==> config.mk <==
export PLATFORM = sky130hd
export DESIGN_NAME = emf_mac_mii
export DESIGN_NICKNAME = d
export VERILOG_FILES = /design/src/emf_pkg.sv /design/src/emf_mac_mii.sv
export SDC_FILE = /design/constraint.sdc
export NUM_CORES = 1
export LEC_CHECK = 0
export ABC_AREA = 1
export CORE_MARGIN = 5
export CORE_UTILIZATION = 40
export CTS_BUF_LIST = sky130_fd_sc_hd__clkbuf_4 sky130_fd_sc_hd__clkbuf_8 sky130_fd_sc_hd__clkbuf_16
export DETAILED_ROUTE_END_ITERATION = 7
export DONT_BUFFER_PORTS = 1
export PLACE_DENSITY = 0.65
export SLEW_MARGIN = 20
export SYNTH_ARGS = -nofsm -noshare
export SYNTH_HDL_FRONTEND = slang
export SYNTH_SLANG_ARGS = --single-unit
==> constraint.sdc <==
create_clock -name clk_i -period 4.8 [get_ports clk_i]
set_input_delay 0.72 -clock clk_i [delete_from_list [all_inputs] [get_ports clk_i]]
set_output_delay 0.72 -clock clk_i [all_outputs]
set_load 0.03 [all_outputs]
==> src/emf_pkg.sv <==
// constants, field layout and state types of the mac mii port and filter
// assumes a 100 MHz system clock and a wishbone register master
// Summary of operation
// - management reaches 32 registers on 32 phys
// - management data valid at clock rising edge
// - address register write starts one transaction
// - preamble, start, opcode, addresses, turnaround, data, idle
// - management clock output, one shared data pin
// - transmit nibbles with enable from frame start
// - receive nibbles while data valid is high
// - receive error counts only while valid high
// - carrier sense for idle, collision half duplex
// - seven preamble bytes and delimiter precede frame
// - six byte destination then source, destination checked
// - field above 05DCh is type, else length
// - tag id 8100h marks vlan frame
// - status gives pass, broadcast and multicast flags
// - first bit zero unicast, one multicast
// - broadcast accepted in pass all mode or when drop bit clear
// - perfect filter passes exact station address
// - inverse passes others, unicast only
// - hash filter uses programmed hash table
// - five control bits select filter mode
// - filter mode bits reset to 01000b
// - crc top six bits index hash table
package emf_pkg;
    // register byte offsets
    localparam logic [7:0] OFF_MAC_CTRL  = 8'h00;
    localparam logic [7:0] OFF_STA_HIGH  = 8'h04;
    localparam logic [7:0] OFF_STA_LOW   = 8'h08;
    localparam logic [7:0] OFF_HASH_HIGH = 8'h0C;
    localparam logic [7:0] OFF_HASH_LOW  = 8'h10;
    localparam logic [7:0] OFF_MGMT_CMD  = 8'h14;
    localparam logic [7:0] OFF_MGMT_DATA = 8'h18;
    localparam logic [7:0] OFF_LINK_STAT = 8'h1C;
    // mac control fields
    localparam int CTRL_FDX_BIT  = 20;
    localparam int CTRL_FM_LO    = 15;
    localparam int CTRL_DROPB    = 11;
    localparam logic [31:0] CTRL_RST = 32'h0004_0000;
    // filter mode bit positions within the five bit field
    localparam int FM_PM = 4;
    localparam int FM_PR = 3;
    localparam int FM_IF = 2;
    localparam int FM_HO = 1;
    localparam int FM_HP = 0;
    // management address/command fields
    localparam int MA_BUSY_BIT = 0;
    localparam int MA_WR_BIT   = 1;
    localparam int MA_REG_LO   = 6;
    localparam int MA_PHY_LO   = 11;
    // management frame layout
    localparam logic [31:0] MD_PRE    = 32'hFFFF_FFFF;
    localparam logic [1:0]  MD_ST     = 2'h1;
    localparam logic [1:0]  MD_OP_RD  = 2'h2;
    localparam logic [1:0]  MD_OP_WR  = 2'h1;
    localparam logic [1:0]  MD_TA_WR  = 2'h2;
    localparam logic [6:0]  MD_TA_BIT = 7'h2E;
    localparam logic [6:0]  MD_DAT_BIT = 7'h30;
    localparam logic [6:0]  MD_IDLE_BIT = 7'h40;
    localparam logic [6:0]  MD_END_BIT  = 7'h41;
    localparam int SYS_HZ = 100_000_000;
    localparam int MDC_HZ = 2_500_000;
    localparam int MDC_HALF = SYS_HZ / (2 * MDC_HZ);
    // ethernet framing
    localparam logic [3:0]  PRE_NIB  = 4'h5;
    localparam logic [3:0]  SFD_NIB  = 4'hD;
    localparam logic [3:0]  PRE_NIBS = 4'hF;
    localparam logic [4:0]  DA_NIBS  = 5'h0C;
    localparam logic [4:0]  LT_NIB   = 5'h18;
    localparam logic [4:0]  HDR_NIBS = 5'h1C;
    localparam logic [15:0] LEN_MAX  = 16'h05DC;
    localparam logic [15:0] VLAN_TPID = 16'h8100;
    localparam logic [31:0] CRC_POLY = 32'h04C1_1DB7;
    localparam logic [31:0] CRC_INIT = 32'hFFFF_FFFF;
    typedef enum logic [1:0] {TX_IDLE, TX_PRE, TX_DATA} emf_tx_t;
    typedef enum logic [1:0] {RX_IDLE, RX_HUNT, RX_HDR, RX_BODY} emf_rx_t;
endpackage : emf_pkg

==> src/emf_mac_mii.sv <==
// mac side of the mii: management master, nibble paths, address filter
// assumes mii pins and phy clocks asynchronous to clk_i; wishbone classic
`timescale 1ns/1ps
module emf_mac_mii (
    input  wire logic        clk_i,
    input  wire logic        rst_i,
    input  wire logic [7:0]  wb_adr_i,
    input  wire logic [31:0] wb_dat_i,
    output logic      [31:0] wb_dat_o,
    input  wire logic [3:0]  wb_sel_i,
    input  wire logic        wb_we_i,
    input  wire logic        wb_cyc_i,
    input  wire logic        wb_stb_i,
    output logic             wb_ack_o,
    output logic             mdc_o,
    input  wire logic        mdio_i,
    output logic             mdio_o,
    output logic             mdio_oe_o,
    input  wire logic        transmit_clock_i,
    output logic      [3:0]  txd_o,
    output logic             tx_en_o,
    input  wire logic        receive_clock_i,
    input  wire logic [3:0]  rxd_i,
    input  wire logic        receive_data_valid_i,
    input  wire logic        receive_error_i,
    input  wire logic        carrier_sense_i,
    input  wire logic        col_i,
    input  wire logic        tx_valid_i,
    input  wire logic [3:0]  tx_nib_i,
    output logic             tx_ready_o,
    output logic      [3:0]  rx_nib_o,
    output logic             rx_nib_valid_o,
    output logic             rx_stat_valid_o,
    output logic             rx_filter_pass_o,
    output logic             rx_bcast_o,
    output logic             rx_mcast_o,
    output logic             rx_vlan_o,
    output logic             rx_is_type_o,
    output logic             rx_err_o,
    output logic      [15:0] rx_len_type_o
);
    import emf_pkg::*;

    typedef struct packed {
        logic        ack;
        logic [31:0] rdat;
        logic [31:0] ctrl;
        logic [31:0] sah;
        logic [31:0] sal;
        logic [31:0] hth;
        logic [31:0] htl;
        logic [4:0]  target_phy_addr;
        logic [4:0]  target_reg_index;
        logic        md_wr;
        logic [15:0] mgmt_data_word;
        logic        md_busy;
        logic [7:0]  md_div;
        logic        mdc;
        logic [6:0]  md_bit;
        logic [63:0] md_sh;
        logic        md_out;
        logic        md_oe;
        logic [2:0]  rc;
        logic [2:0]  tc;
        logic [1:0]  dv;
        logic [1:0]  er;
        logic [1:0]  cs;
        logic [1:0]  col;
        logic [1:0]  mdi;
        logic [3:0]  rd0;
        logic [3:0]  rd1;
        emf_rx_t     rxs;
        logic [4:0]  rx_cnt;
        logic [47:0] da;
        logic [15:0] lt;
        logic [31:0] crc;
        logic        err;
        logic [3:0]  rx_nib;
        logic        rx_nv;
        logic        stat_v;
        logic        pass;
        logic        bc;
        logic        mc;
        emf_tx_t     txs;
        logic [3:0]  tx_cnt;
        logic [3:0]  txd;
        logic        txen;
    } emf_st_t;

    emf_st_t q;
    emf_st_t d;
    logic    tx_edge;
    logic    rx_fall;
    logic    wb_req;
    logic    wb_wr;
    logic    md_tick;
    logic    tx_go;

    // merge a write through the byte lanes
    function automatic logic [31:0] wmask(input logic [31:0] old,
                                          input logic [31:0] nw,
                                          input logic [3:0]  sel);
        logic [31:0] r;
        r = old;
        for (int i = 0; i < 4; i++) begin
            if (sel[i]) begin
                r[8*i +: 8] = nw[8*i +: 8];
            end
        end
        return r;
    endfunction : wmask

    // crc-32 over one nibble, least significant bit first
    function automatic logic [31:0] crc_nib(input logic [31:0] c,
                                            input logic [3:0]  nib);
        logic [31:0] r;
        r = c;
        for (int i = 0; i < 4; i++) begin
            r = {r[30:0], 1'b0} ^ ((r[31] ^ nib[i]) ? CRC_POLY : 32'h0);
        end
        return r;
    endfunction : crc_nib

    // destination address verdict for the selected filter mode
    function automatic logic filt_pass(input logic [47:0] da,
                                       input logic [31:0] crc,
                                       input logic [4:0]  fm,
                                       input logic        dropb,
                                       input logic [47:0] sta,
                                       input logic [63:0] ht);
        logic hit;
        hit = ht[crc[31:26]];
        if (fm[FM_PR]) return 1'b1;
        if (&da) return ~dropb;
        if (da[0]) return fm[FM_PM] | (fm[FM_HP] & hit);
        if (fm[FM_HO] & fm[FM_HP]) return hit;
        if (fm[FM_IF]) return da != sta;
        return da == sta;
    endfunction : filt_pass

    // edge events found on the synchronised phy clocks
    assign tx_edge = q.tc[1] & ~q.tc[2];
    assign rx_fall = ~q.rc[1] & q.rc[2];
    assign wb_req  = wb_cyc_i & wb_stb_i;
    assign wb_wr   = wb_req & wb_we_i & q.ack;
    assign md_tick = q.md_busy & (q.md_div == 8'(MDC_HALF - 1));
    // defer start while carrier present in half duplex
    assign tx_go   = tx_valid_i & (q.ctrl[CTRL_FDX_BIT] | ~q.cs[1]);
    // nibble taken on each rising transmit clock edge in the data state
    assign tx_ready_o = (q.txs == TX_DATA) & tx_edge & tx_valid_i
                      & ~(q.col[1] & ~q.ctrl[CTRL_FDX_BIT]);

    // next state of the whole block
    always_comb begin
        d = q;
        d.rx_nv  = 1'b0;
        d.stat_v = 1'b0;
        // two stage synchronisers on every pin input
        d.rc  = {q.rc[1:0], receive_clock_i};
        d.tc  = {q.tc[1:0], transmit_clock_i};
        d.dv  = {q.dv[0], receive_data_valid_i};
        d.er  = {q.er[0], receive_error_i};
        d.cs  = {q.cs[0], carrier_sense_i};
        d.col = {q.col[0], col_i};
        d.mdi = {q.mdi[0], mdio_i};
        d.rd0 = rxd_i;
        d.rd1 = q.rd0;
        // wishbone: ack one cycle, register reads
        d.ack = wb_req & ~q.ack;
        if (wb_req & ~q.ack) begin
            unique case (wb_adr_i)
                OFF_MAC_CTRL:  d.rdat = q.ctrl;
                OFF_STA_HIGH:  d.rdat = q.sah;
                OFF_STA_LOW:   d.rdat = q.sal;
                OFF_HASH_HIGH: d.rdat = q.hth;
                OFF_HASH_LOW:  d.rdat = q.htl;
                OFF_MGMT_CMD:  d.rdat = 32'({q.target_phy_addr,
                                   q.target_reg_index, 4'h0, q.md_wr,
                                   q.md_busy});
                OFF_MGMT_DATA: d.rdat = {16'h0, q.mgmt_data_word};
                OFF_LINK_STAT: d.rdat = {28'h0, q.txen,
                                   q.rxs != RX_IDLE, q.col[1], q.cs[1]};
                default:       d.rdat = 32'h0;
            endcase
        end
        // register writes take effect at the acknowledging edge
        if (wb_wr) begin
            unique case (wb_adr_i)
                OFF_MAC_CTRL:  d.ctrl = wmask(q.ctrl, wb_dat_i, wb_sel_i);
                OFF_STA_HIGH:  d.sah  = wmask(q.sah, wb_dat_i, wb_sel_i);
                OFF_STA_LOW:   d.sal  = wmask(q.sal, wb_dat_i, wb_sel_i);
                OFF_HASH_HIGH: d.hth  = wmask(q.hth, wb_dat_i, wb_sel_i);
                OFF_HASH_LOW:  d.htl  = wmask(q.htl, wb_dat_i, wb_sel_i);
                OFF_MGMT_DATA: d.mgmt_data_word = wb_dat_i[15:0];
                OFF_MGMT_CMD: if (!q.md_busy) begin
                    d.target_phy_addr  = wb_dat_i[MA_PHY_LO +: 5];
                    d.target_reg_index = wb_dat_i[MA_REG_LO +: 5];
                    d.md_wr   = wb_dat_i[MA_WR_BIT];
                    d.md_busy = 1'b1;
                    d.md_div  = 8'h0;
                    d.md_bit  = 7'h0;
                    d.mdc     = 1'b0;
                    // frame: preamble, start, op, addresses, data
                    // any phy address and register index
                    d.md_sh = {MD_PRE, MD_ST,
                        wb_dat_i[MA_WR_BIT] ? MD_OP_WR : MD_OP_RD,
                        wb_dat_i[MA_PHY_LO +: 5],
                        wb_dat_i[MA_REG_LO +: 5],
                        wb_dat_i[MA_WR_BIT] ? MD_TA_WR : 2'h3,
                        wb_dat_i[MA_WR_BIT] ? q.mgmt_data_word : 16'hFFFF};
                    d.md_out = 1'b1;
                    d.md_oe  = 1'b1;
                end
                default: ;
            endcase
        end
        // divided management clock, low when idle
        if (md_tick) begin
            d.md_div = 8'h0;
            d.mdc    = ~q.mdc;
            // read bits sampled at management clock rise
            // phy owns the line after turnaround
            if (!q.mdc && !q.md_wr && q.md_bit >= MD_DAT_BIT &&
                q.md_bit < MD_IDLE_BIT) begin
                d.mgmt_data_word = {q.mgmt_data_word[14:0], q.mdi[1]};
            end
            // new bit placed at the falling edge
            if (q.mdc) begin
                d.md_bit = q.md_bit + 7'h1;
                d.md_sh  = {q.md_sh[62:0], 1'b0};
                d.md_out = q.md_sh[62];
                // one shared pin, released while phy answers
                d.md_oe  = (q.md_bit + 7'h1 < MD_IDLE_BIT) &
                           (q.md_wr | (q.md_bit + 7'h1 < MD_TA_BIT));
                if (q.md_bit + 7'h1 == MD_END_BIT) begin
                    d.md_busy = 1'b0;
                    d.md_out  = 1'b0;
                end
            end
        end else if (q.md_busy) begin
            d.md_div = q.md_div + 8'h1;
        end
        // error seen only while data valid
        if (q.dv[1] && q.er[1] && q.rxs != RX_IDLE) begin
            d.err = 1'b1;
        end
        // receive framing
        unique case (q.rxs)
            RX_IDLE: if (q.dv[1]) begin
                d.rxs = RX_HUNT;
                d.err = 1'b0;
            end
            RX_HUNT: begin
                // skip preamble up to the delimiter
                if (rx_fall && q.rd1 == SFD_NIB) begin
                    d.rxs    = RX_HDR;
                    d.rx_cnt = 5'h0;
                    d.crc    = CRC_INIT;
                    d.lt     = 16'h0;
                end
            end
            RX_HDR, RX_BODY: begin
                if (rx_fall) begin
                    d.rx_nib = q.rd1;
                    d.rx_nv  = 1'b1;
                    if (q.rx_cnt < DA_NIBS) begin
                        d.da  = {q.rd1, q.da[47:4]};
                        d.crc = crc_nib(q.crc, q.rd1);
                    end else if (q.rx_cnt >= LT_NIB &&
                                 q.rx_cnt < HDR_NIBS) begin
                        d.lt[{~q.rx_cnt[1], q.rx_cnt[0]} * 4 +: 4] = q.rd1;
                    end
                    if (q.rx_cnt < HDR_NIBS) begin
                        d.rx_cnt = q.rx_cnt + 5'h1;
                    end else begin
                        d.rxs = RX_BODY;
                    end
                end
            end
            default: d.rxs = RX_IDLE;
        endcase
        // frame verdict and class reported at frame end
        if (q.rxs != RX_IDLE && !q.dv[1]) begin
            d.rxs    = RX_IDLE;
            d.stat_v = q.rxs != RX_HUNT;
            // first received bit and all ones
            d.mc   = q.da[0];
            d.bc   = &q.da;
            d.pass = filt_pass(q.da, q.crc, q.ctrl[CTRL_FM_LO +: 5],
                               q.ctrl[CTRL_DROPB], {q.sah[15:0], q.sal},
                               {q.hth, q.htl});
        end
        // transmit: preamble, delimiter, then user nibbles
        if (tx_edge) begin
            unique case (q.txs)
                TX_IDLE: if (tx_go) begin
                    d.txs    = TX_PRE;
                    d.txen   = 1'b1;
                    d.txd    = PRE_NIB;
                    d.tx_cnt = 4'h1;
                end
                TX_PRE: begin
                    d.tx_cnt = q.tx_cnt + 4'h1;
                    d.txd    = (q.tx_cnt < PRE_NIBS) ? PRE_NIB : SFD_NIB;
                    if (q.tx_cnt == PRE_NIBS) d.txs = TX_DATA;
                end
                TX_DATA: begin
                    // data nibbles while source supplies them
                    d.txd = tx_nib_i;
                    if (!tx_valid_i) begin
                        d.txs  = TX_IDLE;
                        d.txen = 1'b0;
                        d.txd  = 4'h0;
                    end
                end
                default: d.txs = TX_IDLE;
            endcase
            if (q.col[1] && !q.ctrl[CTRL_FDX_BIT] && q.txs != TX_IDLE) begin
                d.txs  = TX_IDLE;
                d.txen = 1'b0;
                d.txd  = 4'h0;
            end
        end
    end

    // state register
    always_ff @(posedge clk_i) begin
        if (rst_i) begin
            q      <= '0;
            // filter mode resets to pass all
            q.ctrl <= CTRL_RST;
            q.rxs  <= RX_IDLE;
            q.txs  <= TX_IDLE;
        end else begin
            q <= d;
        end
    end

    // outputs straight from flops, type and vlan flags decoded from the length/type flop
    assign wb_ack_o  = q.ack;
    assign wb_dat_o  = q.rdat;
    assign mdc_o     = q.mdc;
    assign mdio_o    = q.md_out;
    assign mdio_oe_o = q.md_oe;
    assign txd_o     = q.txd;
    assign tx_en_o   = q.txen;
    assign rx_nib_o  = q.rx_nib;
    assign rx_nib_valid_o   = q.rx_nv;
    assign rx_stat_valid_o  = q.stat_v;
    assign rx_filter_pass_o = q.pass;
    assign rx_bcast_o = q.bc;
    assign rx_mcast_o = q.mc;
    assign rx_err_o   = q.err;
    assign rx_len_type_o = q.lt;
    assign rx_is_type_o = q.lt > LEN_MAX;
    assign rx_vlan_o = q.lt == VLAN_TPID;
endmodule : emf_mac_mii

==> results of run 1 <==
cell type report:
type	instances	area, µm²
fill	5224	29000
multi-input combinational	1854	9250
sequential	450	9010
clock buffer	72	1500
inverter	332	1260
tap	680	851
timing repair buffer	17	140
clock inverter	15	121
sequential cells by signal, summed over array words and instances (netlist names), 4 cells and up:
| register | flops |
|---|---|
| d | 13 |
| q | 370 |
| rx_len_type_o | 16 |
| rx_nib_o | 4 |
| txd_o | 4 |
| wb_dat_o | 32 |
worst register-to-register path, cell delays in order, from the launching register on:
cell	delay, ps
dfxtp_1	320
nor2_2	600
nand2_1	550
nand3_1	300
nand2_1	70
buf_4	240
inv_1	490
o21ai_0	230
a21oi_1	170
power by group through the flow:
| stage | combinational, mW | clock, mW | sequential (mW) |
|---|---|---|---|
| final | 0.654 | 3.76 | 3.88 |
| after global routing | 0.718 | 4.00 | 3.89 |
| after CTS | 0.646 | 3.85 | 3.88 |
| after detailed placement | 0.644 | 0 | 3.96 |
| after global placement | 0.635 | 0 | 3.96 |
| after floorplan | 0.494 | 0 | 3.93 |
cell families after synthesis:
| kind of cell | count (synthesis) | synth area share |
|---|---|---|
| simple gates | 1039 | 0.211 |
| compound gates | 757 | 0.211 |
| buf+inv | 528 | 0.113 |
| flops | 450 | 0.438 |
| xor+xnor | 46 | 0.0199 |
| fa+ha+maj | 12 | 0.00730 |
placed cells by master, fill, tap and decap left out, drive strengths merged, types with 3 or more instances in the layout:
cell type,synthesis,final
a32oi,3,3
o221ai,45,45
or2,7,7
o211ai,16,16
xnor2,26,26
o21bai,10,10
a221oi,26,26
a22o,3,3
clkinv,5,17
xor2,20,20
inv,327,328
a211oi,10,10
nor4,10,10
a22oi,5,5
dfxtp,450,450
o22ai,10,10
ha,12,12
clkbuf,81,72
o31ai,6,6
nand4,21,21
o2111ai,10,10
o21ai,337,337
buf,115,17
nor3,20,20
a21oi,264,264
nor2,282,282
nand3,107,107
nand2,585,585
routing by layer:
layer,wire length (µm),global-route usage,vias to the layer above,share of wire
li1,-,-,9030,-
met1,26700,0.281,8725,0.42
met5,8,0,-,0.00013
met3,4570,0.0406,107,0.073
met2,29800,0.358,670,0.47
met4,1810,0.0687,2,0.029
worst max path at each step:
stage / cells after the start / slack (ps) / startpoint / to
6_report: 8 / 1770 / d[147] / q[26]
5_1_grt: 9 / 1460 / q[147] / q[47]
4_1_cts: 9 / 1790 / q[147] / q[47]
3_5_place_dp: 12 / 1650 / wb_adr_i[0] / q[165]
3_3_place_gp: 12 / 1710 / wb_adr_i[5] / q[165]
2_1_floorplan: 4 / 2720 / tx_valid_i / tx_ready_o
==> results.py, run 1 <==
metrics = {
    "yosys": {
        "netlist_instances": 2832,
        "yosys-top-cells-area": "dfxtp_1 44%, nand2_1 11%, o21ai_0 7.9%",
        "synth_common_cells": "579 x nand2_1, 450 x dfxtp_1, 323 x o21ai_0",
        "synth_top_cell_area_share": 0.438,
        "postSynthNetCount": 2909,
        "synth_edf_count": 0,
        "post-synth-top-count-cell": "nand2_1",
        "async_reset_ff_frac": 0,
        "yosys.area.top_type": "dfxtp_1",
        "synth_cell_types": 61,
        "ys_ff_latch": 450,
        "syn-cell-area_um2": 20600,
        "syn_avg_cell_area_um2": 7.27,
        "yosysWarnings": 0,
        "synth_ff_type": "dfxtp_1",
        "ys_seq_area_frac": 0.438,
    },
    "grt": {
        "antenna_found_initial": 1,
        "grt_pass1_wl_um": 98000,
        "grt_pass1_vias": 17300,
        "grt-ovfl-total": 0,
        "grt_max_degree": 132,
        "grt.total_usage": 0.214,
    },
    "setup_path": {
        "rrSetupSlack_ps": 1770,
        "r2r-end": "q[26]",
        "max_stage_delay_ps": 600,
        "cp.required_ps": 5300,
        "worst_path_most_repeated_cell": "nand2_1",
        "crit_path_end_kind": "register",
        "cp_max_fo": 31,
        "worst_setup_path_start_kind": "register",
        "reg2reg_depth": 8,
        "reg2reg_from": "d[147]",
        "critical_path_buf_inv_count": 2,
        "crit_family": "simple AND/OR/NAND/NOR gates",
        "cp.arrival_ps": 3530,
        "cp_cell_sequence": "nor2_2 > nand2_1 > nand3_1 > nand2_1 > buf_4 > inv_1 > o21ai_0 > a21oi_1",
        "slowest_stage": "nor2_2",
        "worstSetupPathType": "reg -> reg",
    },
    "cells_and_area": {
        "stdcell_count": 3420,
        "fin_nets": 2781,
        "antennaDiodeCount": 0,
        "synthToLayoutAreaGrowth_pct": 7.53,
        "stdcell_area_um2": 22100,
        "drive_above_1_share": 0.0628,
        "fin_util": 0.433,
    },
    "power": {
        "leakagePower_nw": 8.97,
        "seqPwrFrac": 0.468,
        "p_per_area_nw_per_um2": 375,
        "switching_share": 0.250,
        "p_total_mw": 8.30,
        "switchingPower_mw": 2.08,
        "p_comb_frac": 0.079,
        "p_int_mw": 6.22,
        "peakVddDrop_v": 0.000247,
        "p_clk_frac": 0.453,
    },
    "timing": {
        "min_period_over_period": 0.632,
        "fmax_mhz": 330,
        "fin_ws_ps": 1770,
        "rsz0062_at_grt": "false",
        "relSlewSlack": 0.358,
        "fin_tns_setup_ps": 0,
        "hold_ws_ps": 222,
        "fin_crit_ps": 3030,
        "setup_viol": 0,
        "hold_viol_final": 0,
        "worst_slew_pin_slew_ps": 960,
        "slew_viol_final": 0,
        "skew_ps": 28.4,
    },
    "clock_network": {
        "cts_buffers": 49,
        "insertion_delay_ps": 590,
        "clock-sinks": 450,
        "clockBufferDepth": 3,
        "h-tree-depth": 2,
        "cts_setup_buffers": 0,
        "clkTransAtPathRegs_ps": 60,
        "cts-root-buf": "clkbuf_16",
        "cts_hold_buf": 0,
        "cts_tree": "done",
        "ctsResizeCount": 0,
    },
    "placed_design": {
        "dp_hpwl_um": 43700,
        "portBuffers": 0,
        "routabilityCongestion": 0.919,
        "dp_slack_ps": 1650,
        "dp_cells": 3333,
        "dpl_cell_area_um2": 20500,
    },
    "detailed_routing": {
        "drc": 0,
        "via_count": 18500,
        "drt_iter0_drc": 1684,
        "drt_pass1_iterations": 6,
        "wirelength_um": 62800,
        "vias_per_cell": 5.42,
        "antenna_left": 0,
        "wl_per_cell_um": 18.4,
    },
    "die": {
        "design.core.area_um2": 51100,
        "dieHeight_um": 237,
        "start_util": 0.403,
        "dieArea_um2": 56100,
        "die_w_um": 237,
        "boundaryPins": 135,
        "num_rows": 83,
    },
    "flow_run": {
        "max-cap-violations": 0,
    },
    "min_path": {
        "holdPathEnd": "wb_dat_o[4]",
        "worstHoldPathCells": 1,
        "min_from": "rst_i",
        "hp-class": "in -> reg",
    },
    "outcome": {
        "status": "finished clean",
    },
}
No activity file was read; power rests on OpenSTA's default activity.
==> inputs of run 2 (changes only) <==
==> constraint.sdc (replaced) <==
create_clock -name clk_i -period 2.9 [get_ports clk_i]
set_input_delay 0.435 -clock clk_i [delete_from_list [all_inputs] [get_ports clk_i]]
set_output_delay 0.435 -clock clk_i [all_outputs]
set_load 0.03 [all_outputs]
==> results.py, run 2 (same netlist as run 1, synthesis figures left out) <==
metrics = {
    "timing": {
        "hold_viol_final": 0,
        "fin_tns_setup_ps": 0,
        "skew_ps": 24.2,
        "fin_crit_ps": 2640,
        "slew_viol_final": 0,
        "worst_slew_pin_slew_ps": 900,
        "setup_viol": 0,
        "hold_ws_ps": 47.0,
        "min_period_over_period": 0.909,
        "relSlewSlack": 0.399,
        "fmax_mhz": 379,
        "rsz0062_at_grt": "false",
    },
    "die": {
        "die_w_um": 237,
        "num_rows": 83,
        "design.core.area_um2": 51100,
        "boundaryPins": 135,
        "start_util": 0.403,
        "dieHeight_um": 237,
        "dieArea_um2": 56100,
    },
    "setup_path": {
        "slowest_stage": "o211ai_1",
        "max_stage_delay_ps": 590,
        "cp.arrival_ps": 2200,
        "worst_setup_path_start_kind": "register",
        "critical_path_buf_inv_count": 0,
        "crit_family": "compound AO/OA/AOI/OAI gates",
        "worstSetupPathType": "reg -> out",
        "worstSetupPathDepth": 4,
        "cp.required_ps": 2470,
        "reg2reg_depth": 10,
        "cp_cell_sequence": "nand3_1 > o21bai_1 > a41oi_1 > o211ai_1",
        "crit_path_end_kind": "output port",
        "cp_max_fo": 4,
    },
    "power": {
        "p_comb_frac": 0.082,
        "switching_share": 0.249,
        "p_int_mw": 10.9,
        "peakVddDrop_v": 0.000428,
        "p_per_area_nw_per_um2": 631,
        "switchingPower_mw": 3.59,
        "p_clk_frac": 0.473,
        "p_total_mw": 14.4,
        "seqPwrFrac": 0.445,
        "leakagePower_nw": 9.35,
    },
    "cells_and_area": {
        "antennaDiodeCount": 0,
        "fin_util": 0.448,
        "layout_common_cells": "579 x nand2_1, 450 x dfxtp_1, 323 x o21ai_0, 311 x inv_1, 264 x a21oi_1",
        "top_register": "q",
        "multi_input_area_um2": 9250,
        "stdcell_area_um2": 22900,
        "drive_above_1_share": 0.0726,
        "num-fill-cells": 5157,
        "largest_reg_flops": 370,
        "final_common_cell": "nand2_1",
        "seq_area_um2": 9010,
        "synthToLayoutAreaGrowth_pct": 11.3,
        "fin_nets": 2848,
    },
    "min_path": {
        "worstHoldPathCells": 2,
        "hp-class": "in -> reg",
    },
    "detailed_routing": {
        "drt_pass1_iterations": 6,
        "wirelength_um": 64300,
        "drc": 0,
        "via_count": 19000,
        "vias_per_cell": 5.43,
        "drt_iter0_drc": 1882,
        "wl_per_cell_um": 18.4,
        "antenna_left": 0,
    },
    "grt": {
        "grt_pass1_vias": 17500,
        "grt_max_degree": 150,
        "grt-ovfl-total": 0,
        "grt_pass1_wl_um": 99200,
        "grt.total_usage": 0.219,
        "antenna_found_initial": 1,
    },
    "clock_network": {
        "ctsResizeCount": 0,
        "cts_hold_buf": 37,
        "clockBufferDepth": 3,
        "cts_setup_buffers": 0,
        "h-tree-depth": 2,
        "cts_buffers": 49,
        "cts-root-buf": "clkbuf_16",
        "clkTransAtPathRegs_ps": 60,
        "insertion_delay_ps": 600,
        "cts_tree": "done",
        "clock-sinks": 450,
    },
    "placed_design": {
        "dp_hpwl_um": 44500,
        "dpl_cell_area_um2": 20700,
        "portBuffers": 0,
        "routabilityCongestion": 0.917,
    },
    "flow_run": {
        "max-cap-violations": 0,
    },
    "outcome": {
        "status": "finished clean",
    },
}
==> run 2: cell types whose count changed in the layout (fill, tap and decap cells not counted), sizes merged <==
cell / previous run / this run
buf: 17 / 48
clkinvlp: 1 / 3
clkbuf: 72 / 59
clkinv: 17 / 21
bufinv: 1 / 10
dlygate4sd3: 0 / 36
==> run 2: layout make-up <==
type	count	area share
multi-input combinational	1854	0.404
inverter	332	0.0550
sequential	450	0.393
tap	680	0.0372
clock inverter	30	0.0191
timing repair buffer	84	0.0334
clock buffer	59	0.0579
==> run 2: power groups by stage <==
stage                     sequential [mW]  clock, mW  combinational [mW]
after CTS                            6.43       6.95                1.17
after global routing                 6.44       7.21                1.30
after floorplan                      6.51          0               0.817
final                                6.43       6.83                1.18
after global placement               6.56          0                1.05
after detailed placement             6.57          0                1.07
==> run 2: final timing paths <==
check	endpoint	start	slack, ps
max	rx_is_type_o	rx_len_type_o[3]	260
min	q[288]	wb_dat_i[30]	50
max reg2reg	q[172]	q[222]	400
min reg2reg	d[147]	d[146]	410
==> run 2: layer usage <==
| layer | up-vias | track usage | wire length [µm] |
|---|---|---|---|
| met1 | 8904 | 0.291 | 27900 |
| li1 | 9169 | - | - |
| met5 | - | 0 | 13 |
| met2 | 722 | 0.354 | 29500 |
| met4 | 2 | 0.0859 | 2640 |
| met3 | 154 | 0.0390 | 4300 |
==> run 2: stage by stage <==
stage / cells / worst slack [ps]
after floorplan: 2832 / 1070
after global placement: 3363 / 508
after detailed placement: 3363 / 419
after CTS: 3489 / 220
after global routing: 3489 / 176
final: 3489 / 263
==> run 2: worst register-to-register path: stages, from the launching register on <==
cell      delay [ps]
dfxtp_1          330
ha_1             230
inv_1            100
nor3_1            60
nand3_2          160
nor2_8            50
inv_6            310
nand2_8          130
nor2_2           410
inv_1            370
o221ai_1         260
